===== src/rtu_pkg.sv =====
// shared constants, state type and check-value step for the rtu slave engine
package rtu_pkg;
    localparam logic [7:0] BCAST_ADDR = 8'h00;
    localparam logic [7:0] MAX_UNIT_ADDR = 8'hF7;
    localparam logic [7:0] CMD_READ = 8'h03;
    localparam logic [7:0] CMD_WRITE = 8'h06;
    localparam logic [7:0] ERR_FLAG = 8'h80;
    localparam logic [7:0] EXC_BAD_CMD = 8'h01;
    localparam logic [7:0] EXC_BAD_VALUE = 8'h03;
    localparam logic [7:0] EXC_ACCESS_FAIL = 8'h04;
    localparam logic [15:0] CRC_INIT = 16'hFFFF;
    localparam logic [15:0] CRC_POLY = 16'hA001;
    localparam logic [15:0] CRC_RESIDUE = 16'h0000;
    localparam logic [3:0] REQ_LEN = 4'h8;
    localparam logic [3:0] MIN_LEN = 4'h4;
    localparam logic [3:0] LEN_MAX = 4'hF;
    localparam logic [3:0] MAX_READ_WORDS = 4'hC;
    localparam logic [4:0] ERR_RLEN = 5'h05;
    localparam logic [4:0] WR_RLEN = 5'h08;
    localparam logic [4:0] RD_OVERHEAD = 5'h05;
    localparam logic [4:0] DATA_START = 5'h03;
    localparam int WORD_SLOTS = 12;
    localparam int FIFO_DEPTH = 8;
    localparam int CLK_PERIOD_NS = 20;
    // one 11-bit character at 9600 baud
    localparam int CHAR_TIME_NS = 1145834;
    localparam int CHAR_CYCLES = (CHAR_TIME_NS + CLK_PERIOD_NS - 1) / CLK_PERIOD_NS;
    localparam int GAP_CYCLES = (CHAR_CYCLES * 7 + 1) / 2;

    typedef enum logic [2:0] {
        ST_RX = 3'h0,
        ST_EVAL = 3'h1,
        ST_ACCESS = 3'h3,
        ST_SEND = 3'h2,
        ST_DRAIN = 3'h6
    } state_t;

    function automatic logic [15:0] crc_byte(input logic [15:0] crc, input logic [7:0] b);
        logic [15:0] c;
        c = crc ^ {8'h00, b};
        for (int i = 0; i < 8; i++) begin
            c = c[0] ? ((c >> 1) ^ CRC_POLY) : (c >> 1);
        end
        return c;
    endfunction
endpackage


===== src/idle_gap_timer.sv =====
// line idle timer flagging a gap of at least the frame separation time
`timescale 1ns/1ns
module idle_gap_timer #(
    parameter int LIMIT = 200551
) (
    input wire logic clk,
    input wire logic rst,
    input wire logic ce,
    input wire logic activity,
    output logic gap
);
    localparam int CW = $clog2(LIMIT + 1);
    localparam logic [CW-1:0] LIMIT_W = CW'(LIMIT);

    logic [CW-1:0] cnt_r;
    logic [CW-1:0] cnt_nxt;

    assign cnt_nxt = activity ? '0 : ((cnt_r == LIMIT_W) ? cnt_r : cnt_r + 1'b1);
    assign gap = (cnt_r == LIMIT_W);

    always_ff @(posedge clk or posedge rst) begin
        if (rst) begin
            cnt_r <= '0;
        end else if (ce) begin
            cnt_r <= cnt_nxt;
        end
    end
endmodule


===== src/byte_fifo.sv =====
// small synchronous fifo with valid/ready on both sides
`timescale 1ns/1ns
module byte_fifo #(
    parameter int WIDTH = 8,
    parameter int DEPTH = 8
) (
    input wire logic clk,
    input wire logic rst,
    input wire logic ce,
    input wire logic in_valid,
    output logic in_ready,
    input wire logic [WIDTH-1:0] in_data,
    output logic out_valid,
    input wire logic out_ready,
    output logic [WIDTH-1:0] out_data
);
    localparam int AW = $clog2(DEPTH);

    logic [WIDTH-1:0] mem_r [0:DEPTH-1];
    logic [AW:0] wp_r;
    logic [AW:0] rp_r;
    logic push;
    logic pop;

    assign out_valid = (wp_r != rp_r);
    assign in_ready = !((wp_r[AW] != rp_r[AW]) && (wp_r[AW-1:0] == rp_r[AW-1:0]));
    assign push = ce & in_valid & in_ready;
    assign pop = ce & out_valid & out_ready;
    assign out_data = mem_r[rp_r[AW-1:0]];

    always_ff @(posedge clk) begin
        if (push) begin
            mem_r[wp_r[AW-1:0]] <= in_data;
        end
    end

    always_ff @(posedge clk or posedge rst) begin
        if (rst) begin
            wp_r <= '0;
            rp_r <= '0;
        end else begin
            if (push) begin
                wp_r <= wp_r + 1'b1;
            end
            if (pop) begin
                rp_r <= rp_r + 1'b1;
            end
        end
    end
endmodule


===== src/rtu_slave_frame_engine.sv =====
// rtu slave frame engine: framing, address filter, command decode, check value, replies
`timescale 1ns/1ns
// Operation
// - idle over 3.5 characters delimits frames
// - first byte is address, 0 broadcasts
// - answer only own unicast address
// - broadcast executed, never answered
// - one reply per own unicast request
// - command 0x03 reads consecutive words
// - command 0x06 writes one word
// - word-wide access only
// - read count 1 to 12
// - 16-bit fields sent high byte first
// - write frame has no count field
// - reply data holds read values
// - faulty or failed request gets error reply
// - every frame ends with two check bytes
// - check register starts all ones
// - xor byte, eight shifts, polynomial on carry
// - only data bits feed the check
// - check value low byte first
// - receiver recomputes and compares check value
// - drive line only while replying
module rtu_slave_frame_engine
    import rtu_pkg::*;
#(
    parameter int GAP_LIMIT = GAP_CYCLES,
    parameter int TX_FIFO_DEPTH = FIFO_DEPTH
) (
    input wire logic CLK_SYS,
    input wire logic RST,
    input wire logic CE,
    input wire logic [7:0] UNIT_ADDR,
    input wire logic RX_VALID,
    input wire logic [7:0] RX_DATA,
    input wire logic RX_ERR,
    input wire logic RX_BUSY,
    output logic TX_VALID,
    output logic [7:0] TX_DATA,
    input wire logic TX_READY,
    input wire logic TX_BUSY,
    output logic DRIVER_EN,
    output logic ACC_REQ,
    output logic ACC_WR,
    output logic ACC_BCAST,
    output logic [15:0] ACC_ADDR,
    output logic [15:0] ACC_WDATA,
    input wire logic ACC_ACK,
    input wire logic ACC_ERR,
    input wire logic [15:0] ACC_RDATA,
    output logic FRAME_DROP
);
    state_t state_r;
    logic [3:0] len_r;
    logic [7:0] frm_r [0:7];
    logic [15:0] rx_crc_r;
    logic rx_bad_r;
    logic is_err_r;
    logic [7:0] exc_r;
    logic [3:0] word_cnt_r;
    logic [3:0] idx_r;
    logic [15:0] rdata_r [0:WORD_SLOTS-1];
    logic [15:0] acc_addr_r;
    logic acc_req_r;
    logic [4:0] tx_idx_r;
    logic [15:0] tx_crc_r;
    logic drv_r;
    logic drop_r;

    // frame fields
    logic [7:0] f_addr;
    logic [7:0] f_cmd;
    logic [15:0] f_reg;
    logic [15:0] f_val;
    assign f_addr = frm_r[0];
    assign f_cmd = frm_r[1];
    assign f_reg = {frm_r[2], frm_r[3]};
    assign f_val = {frm_r[4], frm_r[5]};

    // idle gap detection
    logic gap;
    logic line_activity;
    assign line_activity = RX_BUSY | RX_VALID | TX_BUSY | drv_r;

    idle_gap_timer #(
        .LIMIT(GAP_LIMIT)
    ) u_gap (
        .clk(CLK_SYS),
        .rst(RST),
        .ce(CE),
        .activity(line_activity),
        .gap(gap)
    );

    // receive side
    logic frame_end;
    logic new_frame;
    logic rx_take;
    logic [3:0] len_inc;
    assign frame_end = (state_r == ST_RX) && gap && (len_r != 4'h0);
    assign new_frame = gap || (len_r == 4'h0);
    assign rx_take = (state_r == ST_RX) && !frame_end && RX_VALID;
    assign len_inc = (len_r == LEN_MAX) ? len_r : len_r + 4'h1;

    // evaluation of a finished frame
    logic crc_ok;
    logic addr_bc;
    logic addr_me;
    logic own_valid;
    logic cmd_rd;
    logic cmd_wr;
    logic cnt_ok;
    logic [7:0] eval_exc;
    assign crc_ok = (rx_crc_r == CRC_RESIDUE) && (len_r >= MIN_LEN) && !rx_bad_r;
    assign own_valid = (UNIT_ADDR != BCAST_ADDR) && (UNIT_ADDR <= MAX_UNIT_ADDR);
    assign addr_bc = (f_addr == BCAST_ADDR);
    assign addr_me = own_valid && (f_addr == UNIT_ADDR);
    assign cmd_rd = (f_cmd == CMD_READ);
    assign cmd_wr = (f_cmd == CMD_WRITE);
    assign cnt_ok = (f_val[15:4] == 12'h000) && (f_val[3:0] != 4'h0)
        && (f_val[3:0] <= MAX_READ_WORDS);
    // only word commands are known; anything else is refused
    assign eval_exc = !(cmd_rd || cmd_wr) ? EXC_BAD_CMD :
        (len_r != REQ_LEN) ? EXC_BAD_VALUE :
        (cmd_rd && !cnt_ok) ? EXC_BAD_VALUE : 8'h00;

    // access sequencing
    logic acc_done;
    logic last_word;
    assign acc_done = acc_req_r && (ACC_ACK || ACC_ERR);
    assign last_word = (idx_r + 4'h1) == word_cnt_r;

    // reply byte generation
    logic [4:0] rlen;
    logic [4:0] dk;
    logic [15:0] rd_word;
    logic [7:0] body_byte;
    logic [7:0] tx_byte;
    logic is_crc_lo;
    logic is_crc_hi;
    logic fifo_ready;
    logic push;
    assign rlen = is_err_r ? ERR_RLEN : (cmd_rd ? RD_OVERHEAD + {word_cnt_r, 1'b0} : WR_RLEN);
    assign dk = tx_idx_r - DATA_START;
    assign rd_word = rdata_r[dk[4:1]];
    assign body_byte = (tx_idx_r == 5'h00) ? UNIT_ADDR :
        (tx_idx_r == 5'h01) ? (is_err_r ? (f_cmd | ERR_FLAG) : f_cmd) :
        (tx_idx_r == 5'h02) ? (is_err_r ? exc_r :
            (cmd_rd ? {3'h0, word_cnt_r, 1'b0} : f_reg[15:8])) :
        cmd_rd ? (dk[0] ? rd_word[7:0] : rd_word[15:8]) :
        (tx_idx_r == 5'h03) ? f_reg[7:0] :
        (tx_idx_r == 5'h04) ? f_val[15:8] : f_val[7:0];
    assign is_crc_lo = (tx_idx_r == rlen - 5'h02);
    assign is_crc_hi = (tx_idx_r == rlen - 5'h01);
    // check value appended low byte then high byte
    assign tx_byte = is_crc_lo ? tx_crc_r[7:0] :
        (is_crc_hi ? tx_crc_r[15:8] : body_byte);
    assign push = CE && (state_r == ST_SEND) && fifo_ready;

    byte_fifo #(
        .WIDTH(8),
        .DEPTH(TX_FIFO_DEPTH)
    ) u_txq (
        .clk(CLK_SYS),
        .rst(RST),
        .ce(CE),
        .in_valid(state_r == ST_SEND),
        .in_ready(fifo_ready),
        .in_data(tx_byte),
        .out_valid(TX_VALID),
        .out_ready(TX_READY),
        .out_data(TX_DATA)
    );

    logic tx_idle;
    assign tx_idle = !TX_VALID && !TX_BUSY;

    // state machine
    always_ff @(posedge CLK_SYS or posedge RST) begin
        if (RST) begin
            state_r <= ST_RX;
            is_err_r <= 1'b0;
            exc_r <= 8'h00;
            word_cnt_r <= 4'h0;
            idx_r <= 4'h0;
            acc_addr_r <= 16'h0000;
            acc_req_r <= 1'b0;
            drop_r <= 1'b0;
        end else if (CE) begin
            drop_r <= 1'b0;
            unique case (state_r)
                ST_RX: begin
                    if (frame_end) begin
                        state_r <= ST_EVAL;
                    end
                end
                ST_EVAL: begin
                    idx_r <= 4'h0;
                    acc_addr_r <= f_reg;
                    word_cnt_r <= cmd_rd ? f_val[3:0] : 4'h1;
                    exc_r <= eval_exc;
                    is_err_r <= (eval_exc != 8'h00);
                    if (!crc_ok || !(addr_bc || addr_me)) begin
                        state_r <= ST_RX;
                        drop_r <= 1'b1;
                    end else if (eval_exc != 8'h00) begin
                        state_r <= addr_bc ? ST_RX : ST_SEND;
                    end else begin
                        state_r <= ST_ACCESS;
                    end
                end
                ST_ACCESS: begin
                    if (acc_done) begin
                        acc_req_r <= 1'b0;
                        idx_r <= idx_r + 4'h1;
                        acc_addr_r <= acc_addr_r + 16'h0001;
                        if (ACC_ERR) begin
                            is_err_r <= 1'b1;
                            exc_r <= EXC_ACCESS_FAIL;
                            state_r <= f_addr == BCAST_ADDR ? ST_RX : ST_SEND;
                        end else if (last_word) begin
                            state_r <= f_addr == BCAST_ADDR ? ST_RX : ST_SEND;
                        end
                    end else begin
                        acc_req_r <= 1'b1;
                    end
                end
                ST_SEND: begin
                    if (fifo_ready && is_crc_hi) begin
                        state_r <= ST_DRAIN;
                    end
                end
                ST_DRAIN: begin
                    if (tx_idle) begin
                        state_r <= ST_RX;
                    end
                end
                default: begin
                    state_r <= ST_RX;
                end
            endcase
        end
    end

    // frame capture and running check value
    always_ff @(posedge CLK_SYS or posedge RST) begin
        if (RST) begin
            len_r <= 4'h0;
            rx_crc_r <= CRC_INIT;
            rx_bad_r <= 1'b0;
        end else if (CE) begin
            if (state_r == ST_EVAL) begin
                len_r <= 4'h0;
            end else if (rx_take) begin
                if (new_frame) begin
                    len_r <= 4'h1;
                    rx_crc_r <= crc_byte(CRC_INIT, RX_DATA);
                    rx_bad_r <= RX_ERR;
                end else begin
                    len_r <= len_inc;
                    rx_crc_r <= crc_byte(rx_crc_r, RX_DATA);
                    rx_bad_r <= rx_bad_r | RX_ERR;
                end
            end
        end
    end

    always_ff @(posedge CLK_SYS or posedge RST) begin
        if (RST) begin
            for (int i = 0; i < 8; i++) begin
                frm_r[i] <= 8'h00;
            end
        end else if (CE && rx_take) begin
            if (new_frame) begin
                frm_r[0] <= RX_DATA;
            end else if (len_r < REQ_LEN) begin
                frm_r[len_r[2:0]] <= RX_DATA;
            end
        end
    end

    // read values gathered before the reply starts
    always_ff @(posedge CLK_SYS) begin
        if (CE && acc_done && ACC_ACK && cmd_rd) begin
            rdata_r[idx_r] <= ACC_RDATA;
        end
    end

    // reply emission and transmit check value
    always_ff @(posedge CLK_SYS or posedge RST) begin
        if (RST) begin
            tx_idx_r <= 5'h00;
            tx_crc_r <= CRC_INIT;
        end else if (CE) begin
            if (state_r != ST_SEND) begin
                tx_idx_r <= 5'h00;
                tx_crc_r <= CRC_INIT;
            end else if (push) begin
                tx_idx_r <= tx_idx_r + 5'h01;
                if (!is_crc_lo && !is_crc_hi) begin
                    tx_crc_r <= crc_byte(tx_crc_r, tx_byte);
                end
            end
        end
    end

    // line driver only while a reply is in flight
    always_ff @(posedge CLK_SYS or posedge RST) begin
        if (RST) begin
            drv_r <= 1'b0;
        end else if (CE) begin
            // reply only follows a frame ended by a full idle gap
            drv_r <= (state_r == ST_SEND) || (state_r == ST_DRAIN);
        end
    end

    assign DRIVER_EN = drv_r;
    assign ACC_REQ = acc_req_r;
    assign ACC_WR = cmd_wr;
    assign ACC_BCAST = addr_bc;
    assign ACC_ADDR = acc_addr_r;
    assign ACC_WDATA = f_val;
    assign FRAME_DROP = drop_r;
endmodule


===== config.mk =====
export PLATFORM = sky130hd
export DESIGN_NAME = rtu_slave_frame_engine
export DESIGN_NICKNAME = d
export VERILOG_FILES = /design/src/rtu_pkg.sv /design/src/idle_gap_timer.sv /design/src/byte_fifo.sv /design/src/rtu_slave_frame_engine.sv
export SDC_FILE = /design/constraint.sdc
export NUM_CORES = 1
export LEC_CHECK = 0
export BUFFER_PORTS_ARGS = -buffer_cell sky130_fd_sc_hd__buf_2
export CORE_MARGIN = 8
export CORE_UTILIZATION = 38
export CTS_CLUSTER_SIZE = 20
export DETAILED_ROUTE_END_ITERATION = 6
export GPL_TIMING_DRIVEN = 0
export PLACE_DENSITY = 0.59
export SLEW_MARGIN = 20
export SYNTH_ARGS = -nofsm -noshare
export SYNTH_HDL_FRONTEND = slang
export SYNTH_SLANG_ARGS = --single-unit

===== constraint.sdc =====
create_clock -name CLK_SYS -period 10.28 [get_ports CLK_SYS]
set_clock_uncertainty 0.2 [all_clocks]
set_input_delay 1.542 -clock CLK_SYS [delete_from_list [all_inputs] [get_ports CLK_SYS]]
set_output_delay 1.542 -clock CLK_SYS [all_outputs]
set_load 0.03 [all_outputs]

After elaboration in Yosys (flattened, before gate mapping)
Memories as Yosys holds them, arrays and structs flattened.
Cells that the tools add are included.
Cells by class
  multiplexer cells: 87
  div/mod/pow operators: 0
  eq/ne operators: 29
  $mul: 0
  $add $sub $neg: 11
  bitwise operators: 38
  reductions and logical operators: 66
  $lt $le $gt $ge: 6
  shift operators: 0
Operators with widths (count)
  two-way mux 16 bit: 29
  two-way mux 8 bit: 16
  inverter 2 -> 3 bit: 24
  bitwise mux 64 bit: 1
  two-way mux 64 bit: 1
  two-way mux 18 bit: 2
  one-hot mux 16 bit (2 select lines): 1
  XOR 16 x 8 -> 16 bit: 2
  demux 8 bit (select 3 bit): 1
  two-way mux 4 bit: 6
  logical AND 1 bit: 23
  two-way mux 5 bit: 4
  adder 18 x 1 -> 18 bit, second input constant: 1
  == test 18 bit, second input constant: 1
  two-way mux 3 bit: 6
  adder 16 x 1 -> 16 bit, second input constant: 1
  adder 4 x 1 -> 4 bit, second input constant: 4
  zero test 16 bit: 1
  inverter 8 -> 16 bit: 1
  one-hot mux 8 bit (2 select lines): 1
  nonzero test 8 bit: 2
  one-hot mux 3 bit (5 select lines): 1
  AND reduction 3 bit: 5
  zero test 12 bit: 1
  49 further kinds: 102
Storage, ports and cells
  RAM bits: 256
  ROM bits: 0
  register bits after elaboration: 171
  memories: 2
  latch bits: 0
  word-level logic and storage cells: 264
  input port bits: 42
Memories
  rdata_r: words 12, width 16, rd ports 1, clocked after memory_dff 0, wr ports 1, RTL line rtu_slave_frame_engine.sv:62  | logic [15:0] rdata_r [0:WORD_SLOTS-1];
  u_txq.mem_r: words 8, width 8, rd ports 1, clocked after memory_dff 0, wr ports 1, RTL line byte_fifo.sv:19  | logic [WIDTH-1:0] mem_r [0:DEPTH-1];

Logic depth before layout (Yosys ltp)
  depth in word-level cells: 29
  depth in mapped cells: 17

Cells and area by module
A second synthesis with hierarchy kept.
Second synthesis, totals
  cell total of the unflattened synthesis: 1574
  area, all modules: 20184.4 µm²
By module, submodules not included
  rtu_slave_frame_engine: cells an instance 1303, instances 1, area an instance 16040.4 µm²
  byte_fifo: cells an instance 147, instances 1, area an instance 3035.4 µm²
  idle_gap_timer: cells an instance 124, instances 1, area an instance 1108.6 µm²

Least setup slack after synthesis
OpenSTA, ideal clock, no wires.
  kind: register to register
  start point: register frm_r, in the netlist f_cmd[3]
  end point: register tx_crc_r[0]
  period minus slack after synthesis: 4.807 ns
  setup time: 0.077 ns
  cell stages (with the launch flop): 17
  arrival: 4.530 ns
  setup slack: 5.473 ns
  path buffers: 2
  path through: dfrtp_1 -> or4b_2 -> nor2_2 -> buf_2 -> nand3_1 -> ha_1 -> o31ai_1 -> mux2i_1 -> a2111oi_4 -> or2_0 -> buf_2 -> mux2_2 -> xnor2_2 -> xnor3_1 -> xor3_2 -> xnor3_1 -> a31oi_1
Between the ends
  longest elaborated chain between the ends: 21
  elaborated cells on any way between the ends: 40
  classes of those cells: 2 x add/sub; 3 x eq/ne; 22 x mux; 8 x bitwise; 5 x reduce/logical
RTL lines
  from (decl): RTL line rtu_slave_frame_engine.sv:55  | logic [7:0] frm_r [0:7];
  parallel branches: the longest is 21 deep, another holds subtractor 5 x 1 -> 5 bit
  to (signal assigned): RTL line rtu_slave_frame_engine.sv:301  | tx_crc_r <= crc_byte(tx_crc_r, tx_byte);
  to (decl): RTL line rtu_slave_frame_engine.sv:66  | logic [15:0] tx_crc_r;
Several ways; the timed one is not identified. The select of a mux whose other input is x is not followed.
A chain may end at the register's enable or synchronous reset.

Final worst setup path
  start point: register tx_idx_r[0]
  end point: register tx_crc_r[0]
Between the ends
  longest elaborated chain between the ends: 22
  elaborated cells on any way between the ends: 42
  classes of those cells: 1 x add/sub; 6 x eq/ne; 20 x mux; 8 x bitwise; 6 x reduce/logical; 1 x memory
RTL lines
  from (decl): RTL line rtu_slave_frame_engine.sv:65  | logic [4:0] tx_idx_r;
  from (signal assigned): RTL line rtu_slave_frame_engine.sv:299  | tx_idx_r <= tx_idx_r + 5'h01;
  subtractor 5 x 2 -> 5 bit or == test 5 x 3 -> 1 bit (tied branches): RTL line rtu_slave_frame_engine.sv:144, rtu_slave_frame_engine.sv:152
  memory read (12 x 16 bit) or two-way mux 8 bit (tied branches)
  two-way mux 8 bit, on equally long branches: RTL line rtu_slave_frame_engine.sv:150, rtu_slave_frame_engine.sv:151
  two-way mux 8 bit: RTL line rtu_slave_frame_engine.sv:150  | cmd_rd ? (dk[0] ? rd_word[7:0] : rd_word[15:8]) :
  two-way mux 8 bit: RTL line rtu_slave_frame_engine.sv:148  | (tx_idx_r == 5'h02) ? (is_err_r ? exc_r :
  two-way mux 8 bit: RTL line rtu_slave_frame_engine.sv:147  | (tx_idx_r == 5'h01) ? (is_err_r ? (f_cmd | ERR_FLAG) : f_cmd) :
  two-way mux 8 bit: RTL line rtu_slave_frame_engine.sv:146  | assign body_byte = (tx_idx_r == 5'h00) ? UNIT_ADDR :
  two-way mux 8 bit: RTL line rtu_slave_frame_engine.sv:157  | (is_crc_hi ? tx_crc_r[15:8] : body_byte);
  two-way mux 8 bit: RTL line rtu_slave_frame_engine.sv:156  | assign tx_byte = is_crc_lo ? tx_crc_r[7:0] :
  XOR 16 x 8 -> 16 bit: RTL line rtu_pkg.sv:40  | c = crc ^ {8'h00, b};
  two-way mux 16 bit or inverter 2 -> 3 bit (tied branches) (6 in a row)
  inverter 2 -> 3 bit (no line) or two-way mux 16 bit (tied branches)
  two-way mux 16 bit (2 in a row): RTL line rtu_pkg.sv:42  | c = c[0] ? ((c >> 1) ^ CRC_POLY) : (c >> 1);
  two-way mux 16 bit: RTL line rtu_slave_frame_engine.sv:300  | if (!is_crc_lo && !is_crc_hi) begin
  two-way mux 16 bit: RTL line rtu_slave_frame_engine.sv:298  | end else if (push) begin
  two-way mux 16 bit: RTL line rtu_slave_frame_engine.sv:295  | if (state_r != ST_SEND) begin
Parallel ways exist; a longest one is shown, timed or not. The select of a mux whose other input is x is not followed.

==> summary.txt <==
Run status
  – Status: finished, final reports clean

Cells and area
  – Share of cells above drive strength 1: 23.3%
  – Footprint of the multi-input gates: 7550 um2
  – FILL cells: 4694
  – Synth-to-Final Area Change: 14.6%
  – Design Area, Final: 22300 um2
  – Ant. Diodes: 0
  – Max reg flops: 192
  – Final net count: 1661
  – Biggest register: rdata_r
  – Register area: 11500 um2

Min path
  – Worst Hold Class: register to register
  – Hold Path Stages: 2

Power
  – Max VDD drop: 0.000124 V
  – Gate power share: 22.1%
  – Cell area power density: 209 nW/um2
  – Pint: 0.00327 W
  – Total leakage power: 8.26 nW
  – Total power: 0.00466 W
  – Switching Power: 0.00139 W
  – Share of power burned in the clock network: 34.3%
  – Switching share of power: 29.8%
  – Sequential Power Share: 43.6%

Drt
  – Drt first pass iters: 7
  – Drt wl/cell: 21.9 um
  – WL final: 50.7 mm
  – Detailed-route DRC error count: 0
  – Drt via density: 5.51
  – Antenna Violating Nets Remaining: 0
  – Vias: 12700
  – Starting DRT DRC Count: 1088

Worst setup path
  – Largest delay share family, worst path: buffers and inverters
  – Stages on worst setup path: 16
  – Worst Path Class, Setup: register to register
  – Crit-path most repeated cell: buf_4
  – CP Max Fanout: 11
  – Critical path capture point type: register
  – CP max-delay cell: clkbuf_1
  – Critical Path RT: 10570 ps
  – Worst r2r path cells: 16
  – Startpoint Class: register
  – Critical path arrival: 6080 ps
  – Max incr delay on CP: 720 ps
  – Critical path buffers and inverters: 6
  – Ordered list of cells on the worst path: inv_1 > clkbuf_1 > ha_1 > buf_2 > buf_4 > buf_4 > buf_4 > mux4_2 > mux4_2 > nor3_1 > nor4_1 > o22ai_1 > xor2_1 > xnor3_1 > xnor3_1 > a31oi_1
  – Flop-to-flop setup slack: 4490 ps

GRT
  – Largest net degree at the start of global routing: 106
  – Vias in the first global route: 12800
  – Global Route Usage Sum: 16.8%
  – Gr ovfl total: 0
  – First-pass GRT wire length: 77.7 mm
  – Initial antenna violation count: 3

Logic synthesis
  – Synthesized instance count: 1471
  – Yosys warning total: 0
  – Ys async rst share: 36.9%
  – Number of synthesized flops with an enable pin: 256
  – Sequential share of the synthesized area: 59.0%
  – Syn_nets: 1531
  – Synthesized area: 19500 um2
  – Synth Area per Inst: 13.2 um2
  – Synth unique cells: 96
  – Post-synth top flop: edfxtp_1
  – Synth area leader: edfxtp_1
  – Top cell type's share of synthesized area: 39.5%
  – Synth area leaders: edfxtp_1 39%, dfrtp_1 15%, mux4_2 6.2%
  – Seq cells post-synth: 406

Timing
  – Fin crit share: 56.3%
  – Min Tclk post-route: 5790 ps
  – Actual slew at the worst max-slew pin: 1110 ps
  – Hold Worst Slack: 287 ps
  – Hold violation count in the final report: 0
  – Final setup vio count: 0
  – Setup_tns: 0 ps
  – Max Fclk: 173 MHz
  – Max Slew Vio Count: 0
  – Max-slew headroom: 25.8%
  – RSZ-0062 raised after global routing: no

Clocking
  – Number of clock sinks: 406
  – Clock latency on the worst-skew pair: 570 ps
  – Worst-path clk slew: 60 ps
  – Total CTS buffers: 43
  – Root buf cell: clkbuf_16
  – Resized cells post-CTS: 0
  – Hold_buf cts: 0
  – # Post-CTS Setup Buffers: 0
  – Clk buf depth: 3
  – CTS tree: done
  – Max H-tree Level: 2

Die
  – DIE AREA: 58700 um2
  – Io pins: 88
  – Core region area: 51000 um2
  – Cell row count: 83
  – Die height: 242 um
  – Starting density of the core: 38.2%
  – Die width: 242 um

Placement
  – PortBufs: 78
  – DP Area: 20800 um2
  – HPWL Detailed: 34.7 mm
  – Placer congestion estimate: 0.870

Job
  – Max Cap Violations: 0
layer usage:
| metal | track usage [%] | vias to the layer above | wire, um |
|---|---|---|---|
| met2 | 27.0 | 410 | 23700 |
| met5 | 0 | - | 40 |
| met4 | 5.25 | 6 | 1330 |
| li1 | - | 5801 | - |
| met3 | 3.44 | 97 | 3160 |
| met1 | 22.8 | 6429 | 22400 |
Yosys cell counts, types with 12 or more instances:
cell and n:
edfxtp_1 256, nor3_1 30, nor4_1 20, inv_1 21, nand2_1 116, and3_1 13
ha_1 18, xnor2_1 53, and2_1 20, dfrtp_1 118, o21ai_0 76, xor2_1 41
mux2i_1 33, a31oi_1 22, nand3_1 32, a21oi_1 62, dfstp_2 32, nor2_1 108
mux2_2 70, clkbuf_1 46, mux4_2 54, buf_2 14, nand4_1 15, o22ai_1 12
layout by cell type (no fill, tap or decap), drive strengths merged, types with 5 or more instances in the layout:
| cell | count |
|---|---|
| dfrtp | 118 |
| nor2 | 111 |
| a21oi | 64 |
| or3 | 6 |
| nor2b | 8 |
| dfstp | 32 |
| buf | 122 |
| and3 | 13 |
| and2 | 20 |
| o21a | 7 |
| xnor2 | 61 |
| edfxtp | 256 |
| nor4 | 20 |
| nand2b | 7 |
| o211ai | 9 |
| nand2 | 117 |
| clkbuf | 100 |
| o21ai | 85 |
| nor4b | 7 |
| o31ai | 7 |
| clkinv | 18 |
| bufinv | 6 |
| xor2 | 43 |
| inv | 21 |
| nand4b | 5 |
| o22ai | 12 |
| mux4 | 57 |
| mux2 | 71 |
| ha | 18 |
| a31oi | 23 |
| nor3 | 32 |
| nand4 | 15 |
| mux2i | 33 |
| nand3 | 32 |
power by group through the flow:
stage          Clock (W)  Sequential, W  Combinational, W
3_5_place_dp           0        0.00206           0.00103
6_report         0.00160        0.00203           0.00103
3_3_place_gp           0        0.00205           0.00101
2_1_floorplan          0        0.00209          0.000703
4_1_cts          0.00163        0.00203           0.00104
5_1_grt          0.00169        0.00204           0.00113
metrics by stage:
stage                     util, %  setup WS [ps]  cells
after floorplan                 -           4550   1471
after global placement       40.6           2700   2229
after detailed placement     40.8           4540   2235
after CTS                    43.7           4520   2312
after global routing         43.7           4260   2313
final                        43.7           4490   2313
cell type report:
cell class	count	share of cell area (%)
multi-input combinational	959	33.9
clock buffer	54	5.33
sequential	406	51.5
buffer	83	1.85
tap	680	3.81
inverter	23	0.421
timing repair buffer	85	2.11
clock inverter	23	1.14
worst reg2reg max path: cells and delay by family (launching register included):
kind | cells | cell delay [ps]
mux | 2 | 1050
xor+xnor | 3 | 790
buf+inv | 6 | 1990
compound gates | 2 | 490
flops | 1 | 450
simple gates | 2 | 450
fa+ha+maj | 1 | 290
worst paths after layout:
kind	startpoint	to
max	tx_idx_r[0]$_DFFE_PP0P_	tx_crc_r[0]$_DFFE_PP1P_
min	rx_crc_r[13]$_DFFE_PP1P_	rx_crc_r[13]$_DFFE_PP1P_
max reg2reg	tx_idx_r[0]$_DFFE_PP0P_	tx_crc_r[0]$_DFFE_PP1P_
min reg2reg	rx_crc_r[13]$_DFFE_PP1P_	rx_crc_r[13]$_DFFE_PP1P_
max in group asynchronous	RST	ACC_ADDR[3]$_DFFE_PP0P_
min in group asynchronous	RST	u_gap.cnt_r[17]$_DFFE_PP0P_
kinds of logic after synthesis:
group	count (synthesis)	synth area share (%)
and+or+nand+nor	416	10.8
DFF	406	59.0
AOI/OAI and AO/OA	255	8.37
muxes	161	12.5
xor gates and xnor gates	109	5.71
buffers and inverters	106	2.56
adders and majority gates	18	1.16
(Power assumes the default switching activity.)
